--- src/clk_route_pkg.sv ---
// Notes on behaviour
// at power-up the loop is off and the external input feeds distribution via pre-divider.
// reset restores loop power, divider ratio, bypass and source select defaults.
// with pre-divider in path the division is never below 2.
// software keeps the pre-divider in path when the source exceeds channel input limit.
// external source through pre-divider path stays within the maximum input frequency.
// loop on with external input selected feeds that input into the feedback prescaler.
// internal oscillator stays powered down while the external input is selected.
// staged values only take effect when the update register is written with 0x01; the code commits on any byte-0 write with bit 0 set.
// loop power code 01 is asynchronous power-down, code 00 is normal operation.
// software sets loop power to normal when using the loop with an external oscillator.
// three-bit ratio field selects divide 2 to 6, default code 010 gives 4.
// bypass bit 0 feeds the pre-divider output to distribution.
// source select 0 picks the external input, 1 picks the internal oscillator.
// detector polarity bit 0 is positive, 1 is negative.
// with the internal oscillator software keeps the pre-divider in path.
// calibration bit set to 1 and committed starts oscillator calibration.
// software clears and commits the calibration bit before each later calibration.
// software programs reference, dividers, polarity and pump current before enabling loop.
// bypass bit 1 routes the selected source directly to distribution.
// commit applies all staged routing and divider values in one clock cycle.
package clk_route_pkg;
    localparam int unsigned ADDR_W = 12;
    // register indices; byte address is four times the index
    localparam logic [9:0] IDX_PLL_CONTROL = 10'h010;
    localparam logic [9:0] IDX_OSC_CAL = 10'h018;
    localparam logic [9:0] IDX_PRESCALE = 10'h1e0;
    localparam logic [9:0] IDX_ROUTING = 10'h1e1;
    localparam logic [9:0] IDX_UPDATE = 10'h232;
    localparam logic [9:0] IDX_STATUS = 10'h233;
    localparam logic [7:0] RST_PLL_CONTROL = 8'h01;
    localparam logic [7:0] RST_OSC_CAL = 8'h00;
    localparam logic [7:0] RST_PRESCALE = 8'h02;
    localparam logic [7:0] RST_ROUTING = 8'h00;
    localparam int unsigned PWR_LSB = 0;
    localparam int unsigned POL_BIT = 7;
    localparam int unsigned CAL_BIT = 0;
    localparam int unsigned BYPASS_BIT = 0;
    localparam int unsigned SRCSEL_BIT = 1;
    localparam int unsigned COMMIT_BIT = 0;
    localparam logic [1:0] PWR_NORMAL = 2'h0;
    localparam logic [1:0] PWR_ASYNC_PD = 2'h1;
    localparam logic [2:0] RATIO_MAX_CODE = 3'h4;
    localparam logic [2:0] RATIO_OFFSET = 3'h2;
    localparam logic [1:0] RESP_OKAY = 2'h0;
    localparam logic [1:0] RESP_SLVERR = 2'h2;
    typedef enum logic [2:0] {
        WR_IDLE = 3'b001,
        WR_ACCEPT = 3'b010,
        WR_RESP = 3'b100
    } wr_state_t;
    typedef enum logic [2:0] {
        RD_IDLE = 3'b001,
        RD_ACCEPT = 3'b010,
        RD_RESP = 3'b100
    } rd_state_t;
endpackage : clk_route_pkg

--- src/pin_sync.sv ---
`timescale 1ns/100ps
`default_nettype none
module pin_sync (
    input wire logic clk_sys,
    input wire logic rst_n,
    input wire logic pin_in,
    output logic pin_sync_out
);
    typedef struct packed {
        logic meta;
        logic stable;
    } sync_st_t;
    sync_st_t st_r;
    sync_st_t st_nxt;
    always_comb begin
        st_nxt.meta = pin_in;
        st_nxt.stable = st_r.meta;
    end
    always_ff @(posedge clk_sys or negedge rst_n) begin
        if (!rst_n) begin
            st_r <= '0;
        end else begin
            st_r <= st_nxt;
        end
    end
    assign pin_sync_out = st_r.stable;
endmodule : pin_sync
`default_nettype wire

--- src/prescale_divider.sv ---
`timescale 1ns/100ps
`default_nettype none
module prescale_divider
    import clk_route_pkg::*;
(
    input wire logic clk_sys,
    input wire logic rst_n,
    input wire logic src_edge,
    input wire logic [2:0] ratio_code,
    output logic div_tick
);
    typedef struct packed {
        logic [2:0] cnt;
        logic tick;
    } div_st_t;
    div_st_t st_r;
    div_st_t st_nxt;
    logic [2:0] last_cnt;
    always_comb begin
        // count runs 0 to ratio-1; spare codes clamp to the slowest ratio, never to a ratio of 1
        last_cnt = (ratio_code > RATIO_MAX_CODE) ? RATIO_MAX_CODE + RATIO_OFFSET - 3'h1
                                                 : ratio_code + RATIO_OFFSET - 3'h1;
        st_nxt = st_r;
        st_nxt.tick = 1'b0;
        if (src_edge) begin
            // >= so a ratio lowered on commit cannot strand the count
            if (st_r.cnt >= last_cnt) begin
                st_nxt.cnt = 3'h0;
                st_nxt.tick = 1'b1;
            end else begin
                st_nxt.cnt = st_r.cnt + 3'h1;
            end
        end
    end
    always_ff @(posedge clk_sys or negedge rst_n) begin
        if (!rst_n) begin
            st_r <= '0;
        end else begin
            st_r <= st_nxt;
        end
    end
    assign div_tick = st_r.tick;
endmodule : prescale_divider
`default_nettype wire

--- src/clock_source_routing_config.sv ---
// Design decision made here: register access over AXI4-Lite.
`timescale 1ns/100ps
`default_nettype none
module clock_source_routing_config (
    input wire logic clk_sys,
    input wire logic rst_n,
    input wire logic [clk_route_pkg::ADDR_W-1:0] awaddr,
    input wire logic awvalid,
    output logic awready,
    input wire logic [31:0] wdata,
    input wire logic [3:0] wstrb,
    input wire logic wvalid,
    output logic wready,
    output logic [1:0] bresp,
    output logic bvalid,
    input wire logic bready,
    input wire logic [clk_route_pkg::ADDR_W-1:0] araddr,
    input wire logic arvalid,
    output logic arready,
    output logic [31:0] rdata,
    output logic [1:0] rresp,
    output logic rvalid,
    input wire logic rready,
    input wire logic ext_clk_in,
    input wire logic osc_clk_in,
    output logic dist_tick,
    output logic pll_power_down,
    output logic prescaler_from_ext,
    output logic osc_power_en,
    output logic pfd_negative,
    output logic [2:0] charge_pump_output_mode,
    output logic osc_cal_start
);
    import clk_route_pkg::*;

    typedef struct packed {
        wr_state_t wst;
        rd_state_t rst;
        logic [1:0] bresp;
        logic [31:0] rdata;
        logic [1:0] rresp;
        logic [7:0] pll_stg;
        logic [7:0] cal_stg;
        logic [7:0] pre_stg;
        logic [7:0] rte_stg;
        logic [7:0] pll_act;
        logic [7:0] cal_act;
        logic [7:0] pre_act;
        logic [7:0] rte_act;
        logic ext_prev;
        logic osc_prev;
        logic dist_tick;
        logic pll_pd;
        logic pre_ext;
        logic osc_pwr;
        logic pfd_neg;
        logic [2:0] cp_mode;
        logic cal_start;
    } st_t;

    st_t st_r;
    st_t st_nxt;
    logic ext_sync;
    logic osc_sync;
    logic div_tick;
    logic sel_edge;
    logic wr_hs;
    logic rd_hs;
    logic commit;
    logic [9:0] widx;
    logic [9:0] ridx;

    pin_sync u_ext_sync (
        .clk_sys(clk_sys),
        .rst_n(rst_n),
        .pin_in(ext_clk_in),
        .pin_sync_out(ext_sync)
    );

    pin_sync u_osc_sync (
        .clk_sys(clk_sys),
        .rst_n(rst_n),
        .pin_in(osc_clk_in),
        .pin_sync_out(osc_sync)
    );

    // oscillator edges only count while it is powered and selected
    assign sel_edge = st_r.rte_act[SRCSEL_BIT] ? (osc_sync & ~st_r.osc_prev & st_r.osc_pwr)
                                               : (ext_sync & ~st_r.ext_prev);

    prescale_divider u_prescale (
        .clk_sys(clk_sys),
        .rst_n(rst_n),
        .src_edge(sel_edge),
        .ratio_code(st_r.pre_act[2:0]),
        .div_tick(div_tick)
    );

    assign widx = awaddr[11:2];
    assign ridx = araddr[11:2];
    assign wr_hs = st_r.wst[1] & awvalid & wvalid;
    assign rd_hs = st_r.rst[1] & arvalid;
    assign commit = wr_hs & wstrb[0] & (widx == IDX_UPDATE) & wdata[COMMIT_BIT];

    always_comb begin
        st_nxt = st_r;
        st_nxt.ext_prev = ext_sync;
        st_nxt.osc_prev = osc_sync;
        st_nxt.cal_start = 1'b0;

        // write channel: address and data are taken together
        case (st_r.wst)
            WR_IDLE: begin
                if (awvalid && wvalid) begin
                    st_nxt.wst = WR_ACCEPT;
                end
            end
            WR_ACCEPT: begin
                if (wr_hs) begin
                    st_nxt.wst = WR_RESP;
                    st_nxt.bresp = RESP_OKAY;
                    case (widx)
                        IDX_PLL_CONTROL: begin
                            if (wstrb[0]) begin
                                st_nxt.pll_stg = wdata[7:0];
                            end
                        end
                        IDX_OSC_CAL: begin
                            if (wstrb[0]) begin
                                st_nxt.cal_stg = wdata[7:0];
                            end
                        end
                        IDX_PRESCALE: begin
                            if (wstrb[0]) begin
                                st_nxt.pre_stg = wdata[7:0];
                            end
                        end
                        IDX_ROUTING: begin
                            if (wstrb[0]) begin
                                st_nxt.rte_stg = wdata[7:0];
                            end
                        end
                        IDX_UPDATE: begin
                        end
                        default: begin
                            st_nxt.bresp = RESP_SLVERR;
                        end
                    endcase
                end
            end
            WR_RESP: begin
                if (bready) begin
                    st_nxt.wst = WR_IDLE;
                end
            end
            default: begin
                st_nxt.wst = WR_IDLE;
            end
        endcase

        // all staged values move as one word so no mix of old and new escapes
        if (commit) begin
            st_nxt.pll_act = st_r.pll_stg;
            st_nxt.cal_act = st_r.cal_stg;
            st_nxt.pre_act = st_r.pre_stg;
            st_nxt.rte_act = st_r.rte_stg;
            // only a 0 to 1 change of the active bit starts a new calibration
            st_nxt.cal_start = st_r.cal_stg[CAL_BIT] & ~st_r.cal_act[CAL_BIT];
        end

        // read channel
        case (st_r.rst)
            RD_IDLE: begin
                if (arvalid) begin
                    st_nxt.rst = RD_ACCEPT;
                end
            end
            RD_ACCEPT: begin
                if (rd_hs) begin
                    st_nxt.rst = RD_RESP;
                    st_nxt.rresp = RESP_OKAY;
                    st_nxt.rdata = 32'h0;
                    case (ridx)
                        IDX_PLL_CONTROL: st_nxt.rdata[7:0] = st_r.pll_stg;
                        IDX_OSC_CAL: st_nxt.rdata[7:0] = st_r.cal_stg;
                        IDX_PRESCALE: st_nxt.rdata[7:0] = st_r.pre_stg;
                        IDX_ROUTING: st_nxt.rdata[7:0] = st_r.rte_stg;
                        IDX_UPDATE: st_nxt.rdata[7:0] = 8'h00;
                        IDX_STATUS: st_nxt.rdata[7:0] = {st_r.pll_pd, st_r.osc_pwr, st_r.rte_act[1:0],
                                                         st_r.pre_act[3:0]};
                        default: st_nxt.rresp = RESP_SLVERR;
                    endcase
                end
            end
            RD_RESP: begin
                if (rready) begin
                    st_nxt.rst = RD_IDLE;
                end
            end
            default: begin
                st_nxt.rst = RD_IDLE;
            end
        endcase

        // decoded controls except dist_tick follow the active copy in the same cycle
        st_nxt.pll_pd = (st_nxt.pll_act[1:0] != PWR_NORMAL);
        st_nxt.pre_ext = (st_nxt.pll_act[1:0] == PWR_NORMAL) & ~st_nxt.rte_act[SRCSEL_BIT];
        st_nxt.osc_pwr = st_nxt.rte_act[SRCSEL_BIT];
        st_nxt.pfd_neg = st_nxt.pll_act[POL_BIT];
        st_nxt.cp_mode = st_nxt.pll_act[6:4];
        st_nxt.dist_tick = st_r.rte_act[BYPASS_BIT] ? sel_edge : div_tick;
    end

    always_ff @(posedge clk_sys or negedge rst_n) begin
        if (!rst_n) begin
            st_r <= '0;
            st_r.wst <= WR_IDLE;
            st_r.rst <= RD_IDLE;
            st_r.pll_stg <= RST_PLL_CONTROL;
            st_r.cal_stg <= RST_OSC_CAL;
            st_r.pre_stg <= RST_PRESCALE;
            st_r.rte_stg <= RST_ROUTING;
            st_r.pll_act <= RST_PLL_CONTROL;
            st_r.cal_act <= RST_OSC_CAL;
            st_r.pre_act <= RST_PRESCALE;
            st_r.rte_act <= RST_ROUTING;
            st_r.pll_pd <= 1'b1;
        end else begin
            st_r <= st_nxt;
        end
    end

    assign awready = st_r.wst[1];
    assign wready = st_r.wst[1];
    assign bvalid = st_r.wst[2];
    assign bresp = st_r.bresp;
    assign arready = st_r.rst[1];
    assign rvalid = st_r.rst[2];
    assign rdata = st_r.rdata;
    assign rresp = st_r.rresp;
    assign dist_tick = st_r.dist_tick;
    assign pll_power_down = st_r.pll_pd;
    assign prescaler_from_ext = st_r.pre_ext;
    assign osc_power_en = st_r.osc_pwr;
    assign pfd_negative = st_r.pfd_neg;
    assign charge_pump_output_mode = st_r.cp_mode;
    assign osc_cal_start = st_r.cal_start;
endmodule : clock_source_routing_config
`default_nettype wire

--- config.mk ---
export PLATFORM = sky130hd
export DESIGN_NAME = clock_source_routing_config
export DESIGN_NICKNAME = d
export VERILOG_FILES = /design/src/clk_route_pkg.sv /design/src/pin_sync.sv /design/src/prescale_divider.sv /design/src/clock_source_routing_config.sv
export SDC_FILE = /design/constraint.sdc
export NUM_CORES = 1
export LEC_CHECK = 0
export BUFFER_PORTS_ARGS = -buffer_cell sky130_fd_sc_hd__buf_4
export CAP_MARGIN = 20
export CORE_MARGIN = 10
export CORE_UTILIZATION = 40
export CTS_CLUSTER_DIAMETER = 30
export DETAILED_ROUTE_END_ITERATION = 12
export PLACE_DENSITY = 0.78
export SKIP_LAST_GASP = 1
export SLEW_MARGIN = 20
export SYNTH_ARGS = -nofsm -noshare
export SYNTH_HDL_FRONTEND = slang
export SYNTH_HIERARCHICAL = 1
export SYNTH_SLANG_ARGS = --single-unit
--- constraint.sdc ---
create_clock -name clk_sys -period 1.7 [get_ports clk_sys]
set_input_delay 0.34 -clock clk_sys [delete_from_list [all_inputs] [get_ports clk_sys]]
set_output_delay 0.34 -clock clk_sys [all_outputs]
set_load 0.01 [all_outputs]
Yosys cells after proc, flatten, opt, wreduce, memory -nomap -nowiden
Index checks and enable logic that the tools add are counted.
Storage, ports and cells
  register bits: 100
  bits of input ports: 69
  output and inout port bits: 50
  logic and storage cells: 104
Cells by class
  $add $sub $neg: 3
  $lt $le $gt $ge: 2
  eq/ne operators: 23
  muxes and demuxes: 19
  bitwise logic cells: 15
  reduce and logical (&&, ||, !) cells: 13
Operators by type and width (count)
  equality test 10 x 5 -> 1 bit, second input constant: 4
  equality test 10 x 9 -> 1 bit, second input constant: 4
  case mux 8 bit (5 select lines): 1
  2-to-1 mux 32 bit: 1
  equality test 10 bit, second input constant: 3
  2-to-1 mux 3 bit: 8
  case mux 3 bit (3 select lines): 2
  AND reduction 4 bit: 4
  != test 2 bit, second input constant: 6
  AND 1 bit: 11
  equality test 3 x 1 -> 1 bit, second input constant: 2
  equality test 3 x 2 -> 1 bit, second input constant: 2
  equality test 3 bit, second input constant: 2
  AND reduction 3 bit: 2
  OR reduction 6 bit: 1
  2-to-1 mux 1 bit: 5
  OR reduction 5 bit: 1
  2-to-1 mux 2 bit: 2
  inverter 1 bit: 4
  AND reduction 2 bit: 2
  adder 3 x 1 -> 3 bit, second input constant: 1
  adder 3 x 2 -> 3 bit, second input constant: 1
  greater-or-equal comparator 3 bit: 1
  greater-than comparator 3 bit, second input constant: 1
  other kinds (4): 4

Logic depth before layout (Yosys ltp)
  word-level depth: 8
  depth in mapped cells: 9
  mapped depth without buffers: 9

Modules after synthesis
Netlist, hierarchy kept.
By module, submodules not included
  clock_source_routing_config: instances 1, cells an instance 280, area each 3418.3 sq um, seq. area each 1685.4 sq um
  prescale_divider: instances 1, cells an instance 32, area each 317.8 sq um, seq. area each 100.1 sq um
  pin_sync: instances 2, cells an instance 2, area each 50.0 sq um, seq. area each 50.0 sq um

Least setup slack after synthesis
Ideal clock, no wire load.
  path kind: input to register
  start: input awaddr[8] (netlist name)
  end: register st_r (netlist bit charge_pump_output_mode[0])
  library setup time: 0.125 ns
  arrival: 1.871 ns
  data required time: 1.575 ns
  path slack: -0.296 ns
  stages: 5
  path buffers: 1
  cells stage by stage: or4b_4 nor4_4 nand4_4 buf_6 mux2_4
Between the ends
  cells in the longest elaborated chain, start to end: 4
Ends and longest elaborated chain
  start, declared: RTL line clock_source_routing_config.sv:7  | input wire logic [clk_route_pkg::ADDR_W-1:0] awaddr,
  equality test 10 bit: RTL line clock_source_routing_config.sv:103  | assign commit = wr_hs & wstrb[0] & (widx == IDX_UPDATE) & wdata[COMMIT_BIT];
  AND 1 bit (2 in a row): RTL line clock_source_routing_config.sv:103
  2-to-1 mux 32 bit: RTL line clock_source_routing_config.sv:162  | if (commit) begin
  end signal, assigned: RTL line clock_source_routing_config.sv:229  | st_r <= st_nxt;
  end, declared: RTL line clock_source_routing_config.sv:61  | st_t st_r;
Every way passes these cells.
A chain may end at the register's enable or synchronous reset.

Worst setup path in the final report
  start: register st_r[20] (netlist name)
  end: register u_prescale/st_r[1] (netlist name)
Between the ends
  cells in the longest elaborated chain, start to end: 5
  elaborated cells between the ends (all ways): 6
  classes of those cells: add/sub (2); order compare (2); mux (2)
Ends and longest elaborated chain
  adder 3 x 2 -> 3 bit: RTL line prescale_divider.sv:22  | : ratio_code + RATIO_OFFSET - 3'h1;
  subtractor 3 x 1 -> 3 bit: RTL line prescale_divider.sv:22
  2-to-1 mux 3 bit *: RTL line prescale_divider.sv:21  | last_cnt = (ratio_code > RATIO_MAX_CODE) ? RATIO_MAX_CODE + RATIO_OFFSET - 3'h1
  greater-or-equal comparator 3 bit *: RTL line prescale_divider.sv:27  | if (st_r.cnt >= last_cnt) begin
  2-to-1 mux 3 bit *: RTL line prescale_divider.sv:27
  end signal, assigned: RTL line prescale_divider.sv:39  | st_r <= st_nxt;
  end, declared: RTL line prescale_divider.sv:16  | div_st_t st_r;
Mark *: on every way between the ends. The rest lies on a longest branch, timed or not.

==> flow_summary.toml <==
[yosys]
ys_seq_area_share_pct = 49.2
synthArstFlopShare_pct = 100
ys_ff_latch = 75
yosys_most_used_dff = "dfrtp_1"
synth_area_leaders = "dfrtp_1, mux2_2, buf_4"
netlist.area_leader.share_pct = 44.4
ys_warn_count = 6
yosysTopAreaCell = "dfrtp_1"
syn_area_mm2 = 0.00384
synth_enable_flop_cells = 0
syn_area_per_cell_um2 = 12.1
ys_types = 50
syn_inst = 316

[layout]
num_antenna_cells = 0
syn_to_final_growth_pct = 25.2
fillCellCount = 800
fin_nets = 472
final_cells = 531
layout-drive-gt1-share_pct = 50.0
fin_util_pct = 51.7

[outcome]
failed_checks = "setup timing"
status = "complete, but fails checks"

[timing]
whs_ns = 0.0981
rsz0062_at_grt = "true"
slew_violations = 0
fin_crit_sh_pct = 105
post-route-min-period_ns = 1.79
hold_viol = 0
layout_setup_ws_ns = -0.0900
setup_viol = 12
max_freq_mhz = 559
fin_tns_setup_ns = -0.381
finalClockSkew_ns = 0.00935

[setup_path]
critical_path_class = "register to register"
cp.required_ns = 1.98
max_stage_delay_ns = 0.56
r2r_cells = 9
crit-reg2reg-launch = "st_r[20]$_DFFE_PN1P_"
crit_path_top_delay_cell = "dfstp_2"
crit_chain = "inv_2 -> ha_4 -> nand2b_1 -> nand2_1 -> ha_1 -> nor2b_4 -> o21ai_4 -> nand3b_1 -> o21ai_1"
start_kind = "register"
end_kind = "register"
crit_path_start = "st_r[20]$_DFFE_PN1P_"
worst-path-max-fanout = 5
cp.arrival_ns = 2.07

[clock_network]
cts.sinks = 75
htree_levels = 3
cts_tree = "done"
clk-insertion-delay-late_ns = 0.35
clk_path_buf_depth = 2
root_buffer = "clkbuf_8"
cts_made_buffers = 9
path_clk_slew_ns = 0.08

[power_and_ir_drop]
internal_power_w = 0.00329
pwr-share-clk_pct = 29.3
power_w = 0.00469
p_per_area_mw_per_mm2 = 977
ir_drop_v = 0.000481
pwr-share-seq_pct = 46.0
p_switching_w = 0.00140
switching_share_pct = 29.8
p_comb_share_pct = 24.7
leakage_nw = 2.35

[route]
ant_nets = 0
drc = 0
via_per_inst = 4.92
vias = 2611
drt_pass1_iterations = 4
drt_wl_total_um = 8530
dr.first_iter.drc_count = 121
wl_per_cell_um = 16.1

[worst_hold_path]
hold_path_class = "primary input to register"
min_path_cells = 1
hp-start = "ext_clk_in"

[die]
design.core.area_mm2 = 0.00928
dieArea_mm2 = 0.0139
die_w_um = 118
fp-row-count = 35
die_y_um = 118
start_util_pct = 41.3
ios = 119

[grt]
overflow = 0
grt_pass1_vias = 2818
grt_pass1_wl_um = 14000
grt_usage_pct = 12.3
grt_antenna_before_repair = 0
grt_max_degree = 31

[placement]
placedCellCount = 511
port_buffers = 61
gp_congestion = 0.794
hpwlAfterDp_um = 6490

[flow_run]
drv_cap = 0
critical path, delay by kind of cell, from the launching register on:
kind                     cells  cell delay [ns]
buffers and inverters        1             0.05
AO/OA/AOI/OAI                2             0.16
AND/OR/NAND/NOR              4             0.53
adder cells (fa/ha/maj)      2             0.41
flip-flops                   1             0.56
cells in the final DEF, fill, tap and decap left out, types with 3 or more instances in the layout:
cell type  count
or3_1          4
nor3b_1        3
a221oi_1       3
mux2_2        45
a31oi_1        3
clkbuf_8      10
nand4b_1       4
buf_4         86
nor3_1         6
mux2_4        16
nor3_2         4
ha_1           4
nand3_1        8
nor2_1        17
buf_12         4
dfstp_2        7
dfrtp_1       68
nand2_1        9
conb_1        26
inv_1          7
a21oi_1       10
a22o_1         3
o21ai_0        4
cell families after synthesis:
| logic type | share of synthesized area [%] |
|---|---|
| and+or+nand+nor | 13.3 |
| buffers and inverters | 9.39 |
| muxes | 19.2 |
| adders and majority gates | 1.96 |
| DFF | 49.2 |
| other | 0.0978 |
| AOI/OAI and AO/OA | 6.85 |
Yosys cell counts, types with 2 or more instances:
cell type,instances
a31oi_1,3
nor3b_4,2
nand3b_1,2
mux2_2,53
ha_1,6
nand4b_1,4
o21bai_1,2
mux2_4,8
dfrtp_1,68
clkbuf_1,5
nor3_1,8
nor2_1,18
buf_4,40
nand2b_1,2
or3_1,5
inv_1,8
o21ai_0,5
mux2i_1,2
a22oi_1,2
nand2_1,9
dfstp_2,7
a221oi_1,5
nor3b_1,3
a21oi_1,10
nor3_2,3
a22o_1,3
nand3_1,10
registers in the layout (all words and copies together) (netlist names), 2 cells and up:
signal,count
u_prescale/st_r,3
st_r,46
charge_pump_output_mode,2
rdata,8
layout make-up:
cell class,instances,area (um2),area share [%]
Multi-Input combinational cell,212,1790,37.2
Inverter,8,30.0,0.625
Tap cell,129,161,3.36
Clock buffer,10,138,2.87
Timing Repair Buffer,91,736,15.3
Sequential cell,75,1890,39.3
Clock inverter,6,63.8,1.33
worst paths after layout:
path,to,slack (ns)
worst max-delay path,u_prescale/st_r[1]$_DFFE_PN0P_,-0.09
worst min-delay path,u_ext_sync/st_nxt[0]$_DFF_PN0_,0.1
worst max register to register,u_prescale/st_r[1]$_DFFE_PN0P_,-0.09
worst min register to register,u_osc_sync/pin_sync_out$_DFF_PN0_,0.35
max in group asynchronous,st_r[22]$_DFFE_PN0P_,0.67
min in group asynchronous,awready$_DFFE_PN0P_,0.44
power groups by stage:
stage / clock network [W] / logic (W) / registers (W)
after global routing: 0.00149 / 0.00129 / 0.00219
final: 0.00137 / 0.00116 / 0.00216
after global placement: 0 / 0.00112 / 0.00218
after CTS: 0.00142 / 0.00117 / 0.00216
after detailed placement: 0 / 0.00117 / 0.00219
after floorplan: 0 / 0.000820 / 0.00216
metal layers:
metal  vias to the layer above  part of all wire (%)  GRT usage (%)
met5                         -                     0              0
met4                         0                   1.8           5.41
met3                        14                   5.6           3.74
met2                        71                    51           20.9
met1                      1296                    41           14.0
li1                       1230                     -              -
per-stage QoR:
step	cell area [um2]	setup slack, ns
detailed placement	4540	-0.412
global placement	4540	-0.388
floorplan	4010	-0.296
finish	4800	-0.0900
global route	4800	-0.170
CTS	4780	-0.0922
timing repair:
| item | 4_1_cts | 5_1_grt |
|---|---|---|
| pin swaps | 11 | 1 |
| hold buffers | 1 | 0 |
| gates resized for setup | 3 | 4 |
| buffers inserted | 2 | 1 |
| endpoints found under the hold margin | 21 | 0 |
| setup endpoints to repair | 31 | 33 |
Power figures use the tool's default switching activity.
